<file path="src/rtl/op_mode_pkg.sv">
// Package: offsets, field positions, reset values and mode codes of the operating mode register
`default_nettype none
package op_mode_pkg;
  // Register byte offsets on APB
  localparam logic [11:0] MODE_OFFSET   = 12'h000;
  localparam logic [11:0] STRAP_OFFSET  = 12'h004;  // Read-only view of the strapped mode caught during reset
  // Field positions
  localparam int SEL_MSB = 7;
  localparam int SEL_LSB = 5;
  localparam int INTERNAL_VISIBILITY_ENABLE_BIT = 3;
  localparam int EMK_BIT  = 1;
  localparam int EME_BIT  = 0;
  // Writable bit mask (bits 4 and 2 unimplemented)
  localparam logic [7:0] IMPL_MASK = 8'hEB;
  // Operating modes
  typedef enum logic [2:0] {
    MODE_SPECIAL_SINGLE = 3'h0,
    MODE_EMUL_NARROW    = 3'h1,
    MODE_SPECIAL_TEST   = 3'h2,
    MODE_EMUL_WIDE      = 3'h3,
    MODE_NORMAL_SINGLE  = 3'h4,
    MODE_NORMAL_NARROW  = 3'h5,
    MODE_PERIPHERAL     = 3'h6,
    MODE_NORMAL_WIDE    = 3'h7
  } op_mode_t;
  // Reset values per entered mode
  localparam logic [7:0] RST_SPECIAL_SINGLE = 8'h00;
  localparam logic [7:0] RST_EMUL_NARROW    = 8'h2B;
  localparam logic [7:0] RST_SPECIAL_TEST   = 8'h48;
  localparam logic [7:0] RST_EMUL_WIDE      = 8'h6B;
  localparam logic [7:0] RST_NORMAL_SINGLE  = 8'h80;
  localparam logic [7:0] RST_NORMAL_NARROW  = 8'hA0;
  localparam logic [7:0] RST_PERIPHERAL     = 8'hC0;
  localparam logic [7:0] RST_NORMAL_WIDE    = 8'hE0;
endpackage
`default_nettype wire

</file>
<file path="src/rtl/operating_mode_register.sv">
// Operating mode register with per-mode write permission and memory map control
`default_nettype none
module operating_mode_register (
  input  wire logic        clk_i,
  input  wire logic        sys_rst_i,
  input  wire logic [2:0]  strap_mode_i,
  input  wire logic        secured_i,
  input  wire logic        psel_i,
  input  wire logic        penable_i,
  input  wire logic        pwrite_i,
  input  wire logic [11:0] paddr_i,
  input  wire logic [31:0] pwdata_i,
  output logic [31:0]      prdata_o,
  output logic             pready_o,
  output logic             pslverr_o,
  output logic [2:0]       op_sel_field_o,
  output logic             internal_visibility_enable_o,
  output logic             port_k_emulation_o,
  output logic             port_e_emulation_o,
  output logic             mode_reg_mapped_o,
  output logic             port_k_regs_mapped_o,
  output logic             port_e_regs_mapped_o,
  output logic             external_echo_o
);
  logic [2:0] op_sel_field_r;
  logic [2:0] strap_r;
  logic       rst_load_r;
  logic       sel_once_used_r;
  logic       sel_wr_done_r;
  logic       apb_access;
  logic       mode_hit;
  logic       strap_hit;
  logic       wr_mode;
  logic [2:0] new_sel;
  logic [2:0] sel_target;
  logic       is_special;
  logic       is_emul;
  logic       is_normal;
  logic       is_single;
  logic       is_periph;
  logic       is_expanded;
  logic       sel_wr_ok;
  logic [7:0] reg_view;
  logic [7:0] rst_val;
  logic [31:0] prdata_r;
  logic       pslverr_r;

  ////////////////////////////////////////////////////////////////////////////
  // Strap caught while reset is held, used at release
  always_ff @(posedge clk_i) begin
    if (sys_rst_i) begin
      strap_r <= strap_mode_i;
    end
  end

  // One-cycle load pulse after reset release
  always_ff @(posedge clk_i) begin
    if (sys_rst_i) begin
      rst_load_r <= 1'b1;
    end else begin
      rst_load_r <= 1'b0;
    end
  end

  // Reset value table per entered mode
  always_comb begin
    unique case (op_mode_pkg::op_mode_t'(strap_r))
      op_mode_pkg::MODE_SPECIAL_SINGLE: rst_val = op_mode_pkg::RST_SPECIAL_SINGLE;
      op_mode_pkg::MODE_EMUL_NARROW:    rst_val = op_mode_pkg::RST_EMUL_NARROW;
      op_mode_pkg::MODE_SPECIAL_TEST:   rst_val = op_mode_pkg::RST_SPECIAL_TEST;
      op_mode_pkg::MODE_EMUL_WIDE:      rst_val = op_mode_pkg::RST_EMUL_WIDE;
      op_mode_pkg::MODE_NORMAL_SINGLE:  rst_val = op_mode_pkg::RST_NORMAL_SINGLE;
      op_mode_pkg::MODE_NORMAL_NARROW:  rst_val = op_mode_pkg::RST_NORMAL_NARROW;
      op_mode_pkg::MODE_PERIPHERAL:     rst_val = op_mode_pkg::RST_PERIPHERAL;
      op_mode_pkg::MODE_NORMAL_WIDE:    rst_val = op_mode_pkg::RST_NORMAL_WIDE;
    endcase
  end

  ////////////////////////////////////////////////////////////////////////////
  // Mode class decode from the current field
  assign is_periph   = (op_sel_field_r == 3'(op_mode_pkg::MODE_PERIPHERAL));
  assign is_emul     = !op_sel_field_r[2] && op_sel_field_r[0];
  assign is_special  = !op_sel_field_r[2] && !op_sel_field_r[0];
  assign is_normal   = op_sel_field_r[2] && !is_periph;
  assign is_single   = !op_sel_field_r[0] && !is_periph;
  assign is_expanded = op_sel_field_r[0];

  // Map control: off chip map in expanded and peripheral modes
  assign mode_reg_mapped_o = is_single;
  assign external_echo_o   = psel_i && !mode_reg_mapped_o;
  assign port_k_regs_mapped_o = is_single || (is_expanded && !port_k_emulation_o);
  assign port_e_regs_mapped_o = is_single || !port_e_emulation_o;

  ////////////////////////////////////////////////////////////////////////////
  // APB decode: zero wait states
  assign apb_access = psel_i && penable_i;
  assign mode_hit   = (paddr_i == op_mode_pkg::MODE_OFFSET) && mode_reg_mapped_o;
  assign strap_hit  = (paddr_i == op_mode_pkg::STRAP_OFFSET);
  assign wr_mode    = apb_access && pwrite_i && mode_hit && !rst_load_r;
  assign new_sel    = pwdata_i[op_mode_pkg::SEL_MSB:op_mode_pkg::SEL_LSB];
  assign pready_o   = 1'b1;

  // Field written: the top bit is not writable from normal single-chip
  assign sel_target = is_normal ? {1'b1, new_sel[1:0]} : new_sel;

  // Mode select write permission
  always_comb begin
    sel_wr_ok = 1'b0;
    if (secured_i) begin
      sel_wr_ok = 1'b0;
    end else if (op_sel_field_r[0]) begin
      sel_wr_ok = 1'b0;
    end else if (is_special) begin
      sel_wr_ok = !sel_wr_done_r && (new_sel != 3'(op_mode_pkg::MODE_PERIPHERAL));
    end else if (is_normal) begin
      sel_wr_ok = !sel_once_used_r && new_sel[0];
    end
  end

  // Mode field, applied on the edge ending the write
  always_ff @(posedge clk_i) begin
    if (sys_rst_i) begin
      op_sel_field_r <= 3'h0;
    end else if (rst_load_r) begin
      op_sel_field_r <= rst_val[op_mode_pkg::SEL_MSB:op_mode_pkg::SEL_LSB];
    end else if (wr_mode && sel_wr_ok) begin
      op_sel_field_r <= sel_target;
    end
  end

  // Write-once bookkeeping for the mode field
  always_ff @(posedge clk_i) begin
    if (sys_rst_i || rst_load_r) begin
      sel_once_used_r <= 1'b0;
      sel_wr_done_r   <= 1'b0;
    end else if (wr_mode && !secured_i) begin
      if (is_normal) begin
        sel_once_used_r <= 1'b1;
      end
      if (is_special && sel_wr_ok && new_sel[0]) begin
        sel_wr_done_r <= 1'b1;
      end
    end
  end

  ////////////////////////////////////////////////////////////////////////////
  // Visibility and port emulation bits
  write_once_bit u_internal_visibility_enable (
    .clk_i     (clk_i),
    .sys_rst_i (sys_rst_i),
    .rst_val_i (rst_val[op_mode_pkg::INTERNAL_VISIBILITY_ENABLE_BIT]),
    .wr_i      (wr_mode),
    .wdata_i   (pwdata_i[op_mode_pkg::INTERNAL_VISIBILITY_ENABLE_BIT]),
    .anytime_i (is_special),
    .once_i    (is_normal),
    .q_o       (internal_visibility_enable_o)
  );

  write_once_bit u_emk (
    .clk_i     (clk_i),
    .sys_rst_i (sys_rst_i),
    .rst_val_i (rst_val[op_mode_pkg::EMK_BIT]),
    .wr_i      (wr_mode),
    .wdata_i   (pwdata_i[op_mode_pkg::EMK_BIT]),
    .anytime_i (is_special),
    .once_i    (is_normal),
    .q_o       (port_k_emulation_o)
  );

  write_once_bit u_eme (
    .clk_i     (clk_i),
    .sys_rst_i (sys_rst_i),
    .rst_val_i (rst_val[op_mode_pkg::EME_BIT]),
    .wr_i      (wr_mode),
    .wdata_i   (pwdata_i[op_mode_pkg::EME_BIT]),
    .anytime_i (is_special),
    .once_i    (1'b0),
    .q_o       (port_e_emulation_o)
  );

  assign op_sel_field_o = op_sel_field_r;

  ////////////////////////////////////////////////////////////////////////////
  // Read view with unimplemented bits at zero
  always_comb begin
    reg_view = 8'h00;
    reg_view[op_mode_pkg::SEL_MSB:op_mode_pkg::SEL_LSB] = op_sel_field_r;
    reg_view[op_mode_pkg::INTERNAL_VISIBILITY_ENABLE_BIT] = internal_visibility_enable_o;
    reg_view[op_mode_pkg::EMK_BIT]  = port_k_emulation_o;
    reg_view[op_mode_pkg::EME_BIT]  = port_e_emulation_o;
    reg_view = reg_view & op_mode_pkg::IMPL_MASK;
  end

  // Read data and error register on setup phase
  always_ff @(posedge clk_i) begin
    if (sys_rst_i) begin
      prdata_r  <= 32'h0000_0000;
      pslverr_r <= 1'b0;
    end else if (psel_i && !penable_i) begin
      prdata_r  <= 32'h0000_0000;
      pslverr_r <= 1'b0;
      if (!pwrite_i && mode_hit) begin
        prdata_r <= {24'h00_0000, reg_view};
      end else if (!pwrite_i && strap_hit) begin
        prdata_r <= {29'h0000_0000, strap_r};
      end else if (!mode_hit && !strap_hit) begin
        pslverr_r <= 1'b1;
      end
    end
  end

  assign prdata_o  = prdata_r;
  assign pslverr_o = pslverr_r && apb_access;
endmodule
`default_nettype wire

</file>
<file path="src/rtl/write_once_bit.sv">
// Single control bit with write-anytime, write-once or write-never permission
`default_nettype none
module write_once_bit (
  input  wire logic clk_i,
  input  wire logic sys_rst_i,
  input  wire logic rst_val_i,
  input  wire logic wr_i,
  input  wire logic wdata_i,
  input  wire logic anytime_i,
  input  wire logic once_i,
  output logic      q_o
);
  logic used_r;
  logic rst_load_r;

  ////////////////////////////////////////////////////////////////////////////
  // Bit value; reset value comes from the entered mode
  always_ff @(posedge clk_i) begin
    if (sys_rst_i) begin
      q_o <= 1'b0;
    end else if (rst_load_r) begin
      q_o <= rst_val_i;
    end else if (wr_i && (anytime_i || (once_i && !used_r))) begin
      q_o <= wdata_i;
    end
  end

  // Reset value loaded on the first edge after release
  always_ff @(posedge clk_i) begin
    if (sys_rst_i) begin
      rst_load_r <= 1'b1;
    end else begin
      rst_load_r <= 1'b0;
    end
  end

  // Write-once is spent by the first write attempt
  always_ff @(posedge clk_i) begin
    if (sys_rst_i) begin
      used_r <= 1'b0;
    end else if (wr_i && once_i && !rst_load_r) begin
      used_r <= 1'b1;
    end
  end
endmodule
`default_nettype wire
</file>
<file path="config.mk">
export PLATFORM = sky130hd
export DESIGN_NAME = operating_mode_register
export DESIGN_NICKNAME = d
export VERILOG_FILES = /design/src/rtl/op_mode_pkg.sv /design/src/rtl/operating_mode_register.sv /design/src/rtl/write_once_bit.sv
export SDC_FILE = /design/constraint.sdc
export NUM_CORES = 1
export LEC_CHECK = 0
export BUFFER_PORTS_ARGS = -buffer_cell sky130_fd_sc_hd__clkbuf_2
export CAP_MARGIN = 20
export CORE_ASPECT_RATIO = 0.6
export CORE_MARGIN = 2
export CORE_UTILIZATION = 46
export CTS_BUF_LIST = sky130_fd_sc_hd__clkbuf_4
export DETAILED_ROUTE_END_ITERATION = 12
export PLACE_DENSITY = 0.88
export SLEW_MARGIN = 20
export SYNTH_ARGS = -nofsm -noshare
export SYNTH_HDL_FRONTEND = slang
export SYNTH_SLANG_ARGS = --single-unit
</file>
<file path="constraint.sdc">
create_clock -name clk_i -period 5.88 [get_ports clk_i]
set_input_delay 1.176 -clock clk_i [delete_from_list [all_inputs] [get_ports clk_i]]
set_output_delay 1.176 -clock clk_i [all_outputs]
set_load 0.01 [all_outputs]
</file>
### Yosys cells after proc, flatten, opt, wreduce, memory -nomap -nowiden

Memory sizes are Yosys's and may differ from the RTL's. A register that Yosys moved wholly into a read port is not among the register bits.
Index checks and enable logic that the tools add are counted.

| word-level totals | value |
|---|---|
| logic and storage cells | 86 |
| memory bits (read-only) | 48 |
| output and inout port bits | 44 |
| memories | 1 |
| RAM bits | 0 |
| bits in latches | 0 |
| bits of input ports | 53 |
| bits in registers | 46 |

| cells by class | value |
|---|---|
| div/mod/pow operators | 0 |
| add/subtract/negate cells | 0 |
| mux-type cells | 20 |
| bitwise operators | 0 |
| order comparisons | 0 |
| reductions and logical operators | 51 |
| eq/ne operators | 3 |
| shifts and indexed selects | 0 |
| multiply operators | 0 |

Memory list:

| memory | depth | width | rd ports | clocked after Yosys merged registers in | wr ports | RTL line | text |
|---|---|---|---|---|---|---|---|
| (name not given) | 8 | 6 | 1 | 1 | 0 | operating_mode_register.sv:67 | `unique case (op_mode_pkg::op_mode_t'(strap_r))` |

Operator list:

| cell | number |
|---|---|
| logical AND 1 bit | 26 |
| zero test 1 bit | 15 |
| two-way mux 3 bit | 5 |
| two-way mux 1 bit | 14 |
| == test 12 x 3 -> 1 bit, second input constant | 1 |
| zero test 12 bit | 1 |
| two-way mux 8 bit | 1 |
| nonzero test 2 bit | 3 |
| logical OR 1 bit | 4 |
| AND reduction 2 bit | 2 |
| == test 3 bit, second input constant | 1 |
| != test 3 bit, second input constant | 1 |

### Logic depth before layout (Yosys ltp)

Gate-level depths: netlist of the first run.

| depth | value |
|---|---|
| depth after elaboration | 10 |
| mapped depth | 6 |
| mapped depth without buffers | 5 |

### Modules after synthesis

A second synthesis of the first run with hierarchy kept.

| unflattened totals | value |
|---|---|
| cells, all modules | 176 |
| area, all modules | 1,616.6 um2 |

Modules (own cells, without submodules):

| module | cells an instance | seq. area each (um2) | instances | area each (um2) |
|---|---|---|---|---|
| operating_mode_register | 137 | 470.5 | 1 | 1,241.2 |
| write_once_bit | 13 | 60.1 | 3 | 125.1 |

### Worst setup path before layout of the first run

Ideal clock, no wire load.

| timing | value |
|---|---|
| kind | input port to flip-flop |
| start | in paddr_i[11] |
| end | reg prdata_r[3] (netlist: prdata_o[3]) |
| required time | 5.810 ns |
| path buffers | 0 |
| stages | 4 |
| library setup time | 0.070 ns |
| path slack | 2.981 ns |
| arrival time | 2.828 ns |
| path through | or4_1 > or4_1 > or4_1 > a21oi_1 |

| on the way | value |
|---|---|
| longest elaborated chain between the ends | 4 |

Ends and longest elaborated chain:

| what | RTL line | text |
|---|---|---|
| start, declared | operating_mode_register.sv:11 | `input wire logic [11:0] paddr_i,` |
| zero test 12 bit | operating_mode_register.sv:97 | `assign mode_hit = (paddr_i == op_mode_pkg::MODE_OFFSET) && mode_reg_mapped_o;` |
| logical AND 1 bit | operating_mode_register.sv:97 |  |
| logical AND 1 bit | operating_mode_register.sv:202 | `if (!pwrite_i && mode_hit) begin` |
| two-way mux 8 bit | operating_mode_register.sv:202 |  |
| end signal, assigned | operating_mode_register.sv:203 | `prdata_r <= {24'h00_0000, reg_view};` |
| end signal, assigned | operating_mode_register.sv:205 | `prdata_r <= {29'h0000_0000, strap_r};` |
| end, declared | operating_mode_register.sv:45 | `logic [31:0] prdata_r;` |

No other way between the ends.
A chain may end at the register's enable or synchronous reset.

### Final worst setup path of the first run

| timing | value |
|---|---|
| start | in paddr_i[11] |
| end | reg sel_once_used_r |

| on the way | value |
|---|---|
| longest elaborated chain between the ends | 6 |

Ends and longest elaborated chain:

| what | RTL line | text |
|---|---|---|
| zero test 12 bit | operating_mode_register.sv:97 |  |
| logical AND 1 bit | operating_mode_register.sv:97 |  |
| logical AND 1 bit (2 in a row) | operating_mode_register.sv:99 | `assign wr_mode = apb_access && pwrite_i && mode_hit && !rst_load_r;` |
| logical AND 1 bit | operating_mode_register.sv:136 | `end else if (wr_mode && !secured_i) begin` |
| AND reduction 2 bit (no source line) | - |  |
| end signal, assigned | operating_mode_register.sv:134 | `sel_once_used_r <= 1'b0;` |
| end signal, assigned | operating_mode_register.sv:138 | `sel_once_used_r <= 1'b1;` |
| end, declared | operating_mode_register.sv:28 | `logic sel_once_used_r;` |

No other way between the ends.

==> results.cfg, run 1 <==
[status]
status = finished, final reports clean

[route]
wl_per_cell_um = 13.6
antenna_left = 0
drt_iter0_drc = 144
num_vias = 1255
via_per_inst = 5.21
routed_wl_mm = 3.27
drtPass1Iterations = 4
drc_errors = 0

[synthesis]
async_flop_share = 0
synth_cell_types = 46
yosysSeqAreaShare = 0.387
synth_commonest_cells = 26 x buf_4, 23 x dfxtp_1, 10 x a21oi_1
synth_area_leaders = dfxtp_1 32%, buf_4 14%, edfxtp_1 6.3%
synth-main-ff-cell = dfxtp_1
synth_top_cell_area_share = 0.323
syn_avg_cell_area_um2 = 8.90
yosys_warnings = 0
synth_enable_flop_cells = 3
ys_ff_latch = 26
synth_area_um2 = 1420
yosys.area.top_type = dfxtp_1
synthMostInstantiatedCell = buf_4
syn_inst = 160

[sta]
timing.final.hold_violations = 0
hold_ws_ns = 0.461
skew_ns = 0.0134
slew_headroom = 0.427
final.period_utilization = 0.482
rsz0062_at_grt = no
drv_slew = 0
fin_crit_ns = 2.84
final-setup-viol-count = 0
fmax_mhz = 353
worst_pin_slew_ns = 0.852
tns_ns = 0
setup_slack_ns = 3.04

[worst_setup_path]
worstPathCellList = clkbuf_2 > or4_1 > nor4_2 > nand4_1 > o41ai_1
critPathBufInv = 1
reg2reg_to = sel_once_used_r
critPathLaunchType = primary input
slowest_stage = nor4_2
crit_arrival_ns = 3.09
r2r_cells = 4
r2r_setup_slack_ns = 3.77
critPathTopFamily = simple AND/OR/NAND/NOR gates
r2r-start = op_sel_field_o[2]
crit_fanout = 9
cpPeakStageDelay_ns = 0.74
path_class = primary input to flip-flop
required_ns = 6.14
end_kind = flip-flop

[final_layout]
antennaDiodeCount = 0
drive_gt1_frac = 0.281
fill_cells = 274
nets = 253
area_delta_synth_final_pct = 13.6
design_area_um2 = 1620
final_util = 0.556
instances_no_fill = 241

[floorplan]
die-area_um2 = 3570
rows = 15
core_area_um2 = 2910
die-height_um = 47.1
die_w_um = 75.8
io-pin-count = 97
start_util = 0.489

[cts]
clock_sinks = 26
path_clk_slew_ns = 0.15
cts_resized = 0
clockBufferDepth = 2
cts_tree = yes
htree_levels = 1
numCtsBuffers = 3
insertion_delay_ns = 0.34
clock-root-buffer = clkbuf_4
ctsHoldBuffers = 0
cts_setup_buffers = 0

[power_and_ir_drop]
power_switching_mw = 0.105
max-vdd-ir-drop_mv = 0.152
internal-power_mw = 0.284
p_leak_nw = 0.712
power_mw = 0.389
p_comb_frac = 0.162
power_frac_seq = 0.513
power.density_nw_per_um2 = 241
switching_share = 0.271
p_clk_frac = 0.325

[worst_hold_path]
whs_path_depth = 2
holdCritStartpoint = prdata_o[2]
hp-class = flip-flop to flip-flop
hold_end = prdata_o[2]

[place]
place_hpwl_mm = 2.48
dp.cells = 237
place_area_um2 = 1570
place.gp.congestion = 0.943
dpl_worst_slack_ns = 2.68
port_buffers = 44

[grt]
grt_max_degree = 21
antenna_found_initial = 0
grtUsageTotal = 0.193
grt.overflow.total = 0
grt_pass1_wl_mm = 4.91
grt_pass1_vias = 1027

[run]
maxCapViolCount = 0
==> tightest hold or removal path: cells and delay by family (launching register included) <==
kind             cells  cell delay (ns)
flip-flops           1             0.33
AND/OR/NAND/NOR      1             0.05
AO/OA/AOI/OAI        1             0.05
==> sequential cells by signal, summed over array words and instances, names as in the netlist, 3 cells and up <==
| name | count |
|---|---|
| prdata_o | 7 |
| rst_val | 5 |
| op_sel_field_o | 3 |
| strap_r | 3 |
==> metal layers <==
| metal | up-vias | GRT usage | share of wire |
|---|---|---|---|
| li1 | 612 | - | - |
| met4 | 0 | 0.0421 | 0 |
| met3 | 0 | 0.0644 | 0.094 |
| met2 | 69 | 0.295 | 0.46 |
| met5 | - | 0 | 0 |
| met1 | 574 | 0.269 | 0.45 |
==> power groups by stage <==
stage / Clock (mW) / Sequential, mW / Combinational [mW]
detailed placement: 0 / 0.203 / 0.0617
global placement: 0 / 0.203 / 0.0603
CTS: 0.128 / 0.199 / 0.0620
global route: 0.135 / 0.201 / 0.0702
finish: 0.127 / 0.200 / 0.0630
floorplan: 0 / 0.200 / 0.0533
==> cell families (layout without fill, tap and decap cells) <==
| family | after synthesis | count (layout) | share of synthesized area |
|---|---|---|---|
| mux | 5 | 5 | 0.0369 |
| simple gates | 51 | 51 | 0.219 |
| other cells | 2 | 26 | 0.00527 |
| compound gates | 36 | 36 | 0.178 |
| buf+inv | 40 | 55 | 0.174 |
| flops | 26 | 26 | 0.387 |
==> how the worst max path moves through the flow <==
| stage | startpoint | end | slack (ns) | cells past startpoint |
|---|---|---|---|---|
| after floorplan | paddr_i[11] | prdata_o[3] | 2.98 | 4 |
| after global placement | paddr_i[11] | sel_once_used_r | 2.73 | 5 |
| after detailed placement | paddr_i[2] | sel_once_used_r | 2.68 | 5 |
| after CTS | paddr_i[2] | sel_once_used_r | 3.06 | 5 |
| after global routing | paddr_i[11] | sel_once_used_r | 2.91 | 5 |
| final | paddr_i[11] | sel_once_used_r | 3.04 | 5 |
==> final cells by class <==
class / count / area (µm²) / area share
clock buffer: 3 / 22.5 / 0.0139
clock inverter: 1 / 30.0 / 0.0186
inverter: 7 / 26.3 / 0.0162
multi-input combinational: 118 / 716 / 0.442
sequential: 26 / 551 / 0.340
tap: 42 / 52.6 / 0.0325
timing repair buffer: 44 / 220 / 0.136
==> placed cells by master, fill, tap and decap left out, drive strengths merged, types with 3 or more instances in the layout <==
cell type,n
nand4,3
edfxtp,3
a21oi,10
nand2,7
and4,3
o21ai,3
dfxtp,23
clkbuf,47
or4,5
inv,7
conb,26
nand3,4
mux2i,3
a31o,3
nor2,8
nor4,3
No activity file was read; power rests on OpenSTA's default activity.
==> inputs of run 2 (changes only) <==
--- a/config.mk
+++ b/config.mk
@@ -5,14 +5,15 @@
 export SDC_FILE = /design/constraint.sdc
 export NUM_CORES = 1
 export LEC_CHECK = 0
+export ABC_AREA = 1
 export BUFFER_PORTS_ARGS = -buffer_cell sky130_fd_sc_hd__clkbuf_2
 export CAP_MARGIN = 20
 export CORE_ASPECT_RATIO = 0.6
 export CORE_MARGIN = 2
-export CORE_UTILIZATION = 46
+export CORE_UTILIZATION = 40
 export CTS_BUF_LIST = sky130_fd_sc_hd__clkbuf_4
 export DETAILED_ROUTE_END_ITERATION = 12
-export PLACE_DENSITY = 0.88
+export PLACE_DENSITY = 0.79
 export SLEW_MARGIN = 20
 export SYNTH_ARGS = -nofsm -noshare
 export SYNTH_HDL_FRONTEND = slang
==> constraint.sdc (replaced) <==
create_clock -name clk_i -period 2.46 [get_ports clk_i]
set_input_delay 0.492 -clock clk_i [delete_from_list [all_inputs] [get_ports clk_i]]
set_output_delay 0.492 -clock clk_i [all_outputs]
set_load 0.01 [all_outputs]
==> run 2 against run 1 <==
Compared with the run above: register-to-register slack lost 2.7 ns; global-route usage shrank 4.3 points; hold slack lost 0.11 ns; die area grew 22%; combinational power grew to 2.6 times the previous value; critical path type is now flip-flop to output port; highest routed layer is now met4.
==> results.cfg, run 2 <==
[status]
status = finished, final reports clean

[synthesis]
syn_inst = 219
yosysSeqAreaShare = 0.358
synth_area_um2 = 1540
yosys.area.top_type = dfxtp_1
synth_enable_flop_cells = 3
async_flop_share = 0
ys_ff_latch = 26
yosys_warnings = 0
synth_top_family_by_area = simple AND/OR/NAND/NOR gates
synth-xor-area-share = 0
synth_compound_area_frac = 0.0716
synth_cell_types = 29
synth-main-ff-cell = dfxtp_1
synthSimpleGateAreaFrac = 0.350
synth_fa_ha_area_frac = 0
synth_commonest_cells = 50 x nand2_1, 37 x nor2_1, 27 x buf_4
synthMostInstantiatedCell = nand2_1
synth_top_cell_area_share = 0.299
syn_avg_cell_area_um2 = 7.02
muxShareOfSynthArea = 0.00651
synth_area_leaders = dfxtp_1 30%, buf_4 13%, nand2_1 12%

[power_and_ir_drop]
p_leak_nw = 0.910
power.density_nw_per_um2 = 489
max-vdd-ir-drop_mv = 0.271

[worst_setup_path]
crit_fanout = 7
critPathLaunchType = flip-flop
end_kind = output port
required_ns = 1.97
cpPeakStageDelay_ns = 0.50
crit_arrival_ns = 1.30
critPathTopFamily = flip-flops
path_class = flip-flop to output port
worstPathCellList = nand2_2 > nand2_4 > inv_1 > nor2_1 > clkbuf_2
slowest_stage = dfxtp_1
critPathBufInv = 2

[worst_hold_path]
hp-class = primary input to flip-flop

[route]
routed_wl_mm = 3.17
antenna_left = 0
drc_errors = 0
via_per_inst = 4.38
drt_iter0_drc = 74
drtPass1Iterations = 4
num_vias = 1348
wl_per_cell_um = 10.3

[sta]
tns_ns = 0
fmax_mhz = 557
final-setup-viol-count = 0
skew_ns = 0.00648
timing.final.hold_violations = 0
drv_slew = 0
final.period_utilization = 0.730
fin_crit_ns = 1.79
rsz0062_at_grt = no
hold_ws_ns = 0.348

[place]
port_buffers = 44
place_hpwl_mm = 2.58
place.gp.congestion = 0.824

[final_layout]
largest_reg_flops = 7
drive_gt1_frac = 0.245
final_cell_mix = 50 x nand2_1, 44 x clkbuf_2, 37 x nor2_1
area_delta_synth_final_pct = 11.6
layout_commonest_cell = nand2_1
antennaDiodeCount = 0
nets = 315

[floorplan]
core_area_um2 = 3680
die-height_um = 52.0
die_w_um = 84.0
io-pin-count = 97
start_util = 0.418
die-area_um2 = 4370
rows = 17

[cts]
cts_resized = 0
insertion_delay_ns = 0.32
clock-root-buffer = clkbuf_4
ctsHoldBuffers = 0
numCtsBuffers = 3
cts_setup_buffers = 0
htree_levels = 1
path_clk_slew_ns = 0.14
clock_sinks = 26
cts_tree = yes
clockBufferDepth = 2

[grt]
grtUsageTotal = 0.150
grt.overflow.total = 0
grt_max_degree = 15
grt_pass1_wl_mm = 5.11
antenna_found_initial = 0
grt_pass1_vias = 1159

[run]
maxCapViolCount = 0
[run 2: cell count changes in the layout (fill, tap and decap cells not counted), moves of 3 or more]
| cell | previous run | this run |
|---|---|---|
| or4_1 | 4 | 0 |
| and4_1 | 3 | 0 |
| inv_1 | 7 | 22 |
| nand2_2 | 0 | 3 |
| nor2_1 | 8 | 37 |
| a31o_2 | 3 | 0 |
| inv_2 | 0 | 3 |
| nand3_1 | 4 | 13 |
| nand2_1 | 7 | 50 |
| nor2_4 | 0 | 3 |
| o21ai_0 | 3 | 6 |
[run 2: layout make-up]
cell class,instances,area (µm²)
multi-input cells,161,756
fillers,398,1960
flip-flops and latches,26,551
clock buffers,4,30.0
inverters,25,93.8
well taps,47,58.8
repair buffers,45,228
[run 2: stage by stage]
step	setup WS (ns)	total power, mW	utilization	cell area, µm²	std cells
5_1_grt	0.558	0.887	0.467	1720	308
4_1_cts	0.647	0.847	0.467	1720	308
6_report	0.665	0.839	0.467	1720	308
3_5_place_dp	0.645	0.647	0.458	1690	304
3_3_place_gp	0.670	0.643	0.458	1690	304
2_1_floorplan	1.08	0.619	-	1630	243
[run 2: worst paths after layout]
path                                         from           endpoint  slack, ns  cells past startpoint
worst max register to register  op_sel_field_o[2]  op_sel_field_o[2]       1.07                      9
worst min register to register        prdata_o[5]        prdata_o[5]       0.45                      2
worst min-delay path              strap_mode_i[1]         strap_r[1]       0.35                      1
worst max-delay path            op_sel_field_o[2]    external_echo_o       0.67                      5
[run 2: kinds of logic (layout without fill, tap and decap cells)]
| group | count (synthesis) | after routing |
|---|---|---|
| simple gates | 114 | 114 |
| mux | 1 | 1 |
| compound gates | 20 | 20 |
| buf+inv | 56 | 74 |
| flops | 26 | 26 |
| other cells | 2 | 26 |
[run 2: metal layers]
metal  vias to the layer above  wire (µm)  GRT usage
met4                         0          4     0.0161
met1                       586       1630      0.215
met5                         -          0          0
met3                         2        272     0.0444
li1                        707          -          -
met2                        53       1260      0.230
[run 2: power by group]
part	leakage, nW	internal (mW)	total, mW	switching [mW]
Clock	0.0184	0.0745	0.201	0.127
Sequential	0.219	0.455	0.475	0.0197
Combinational	0.673	0.0579	0.163	0.105
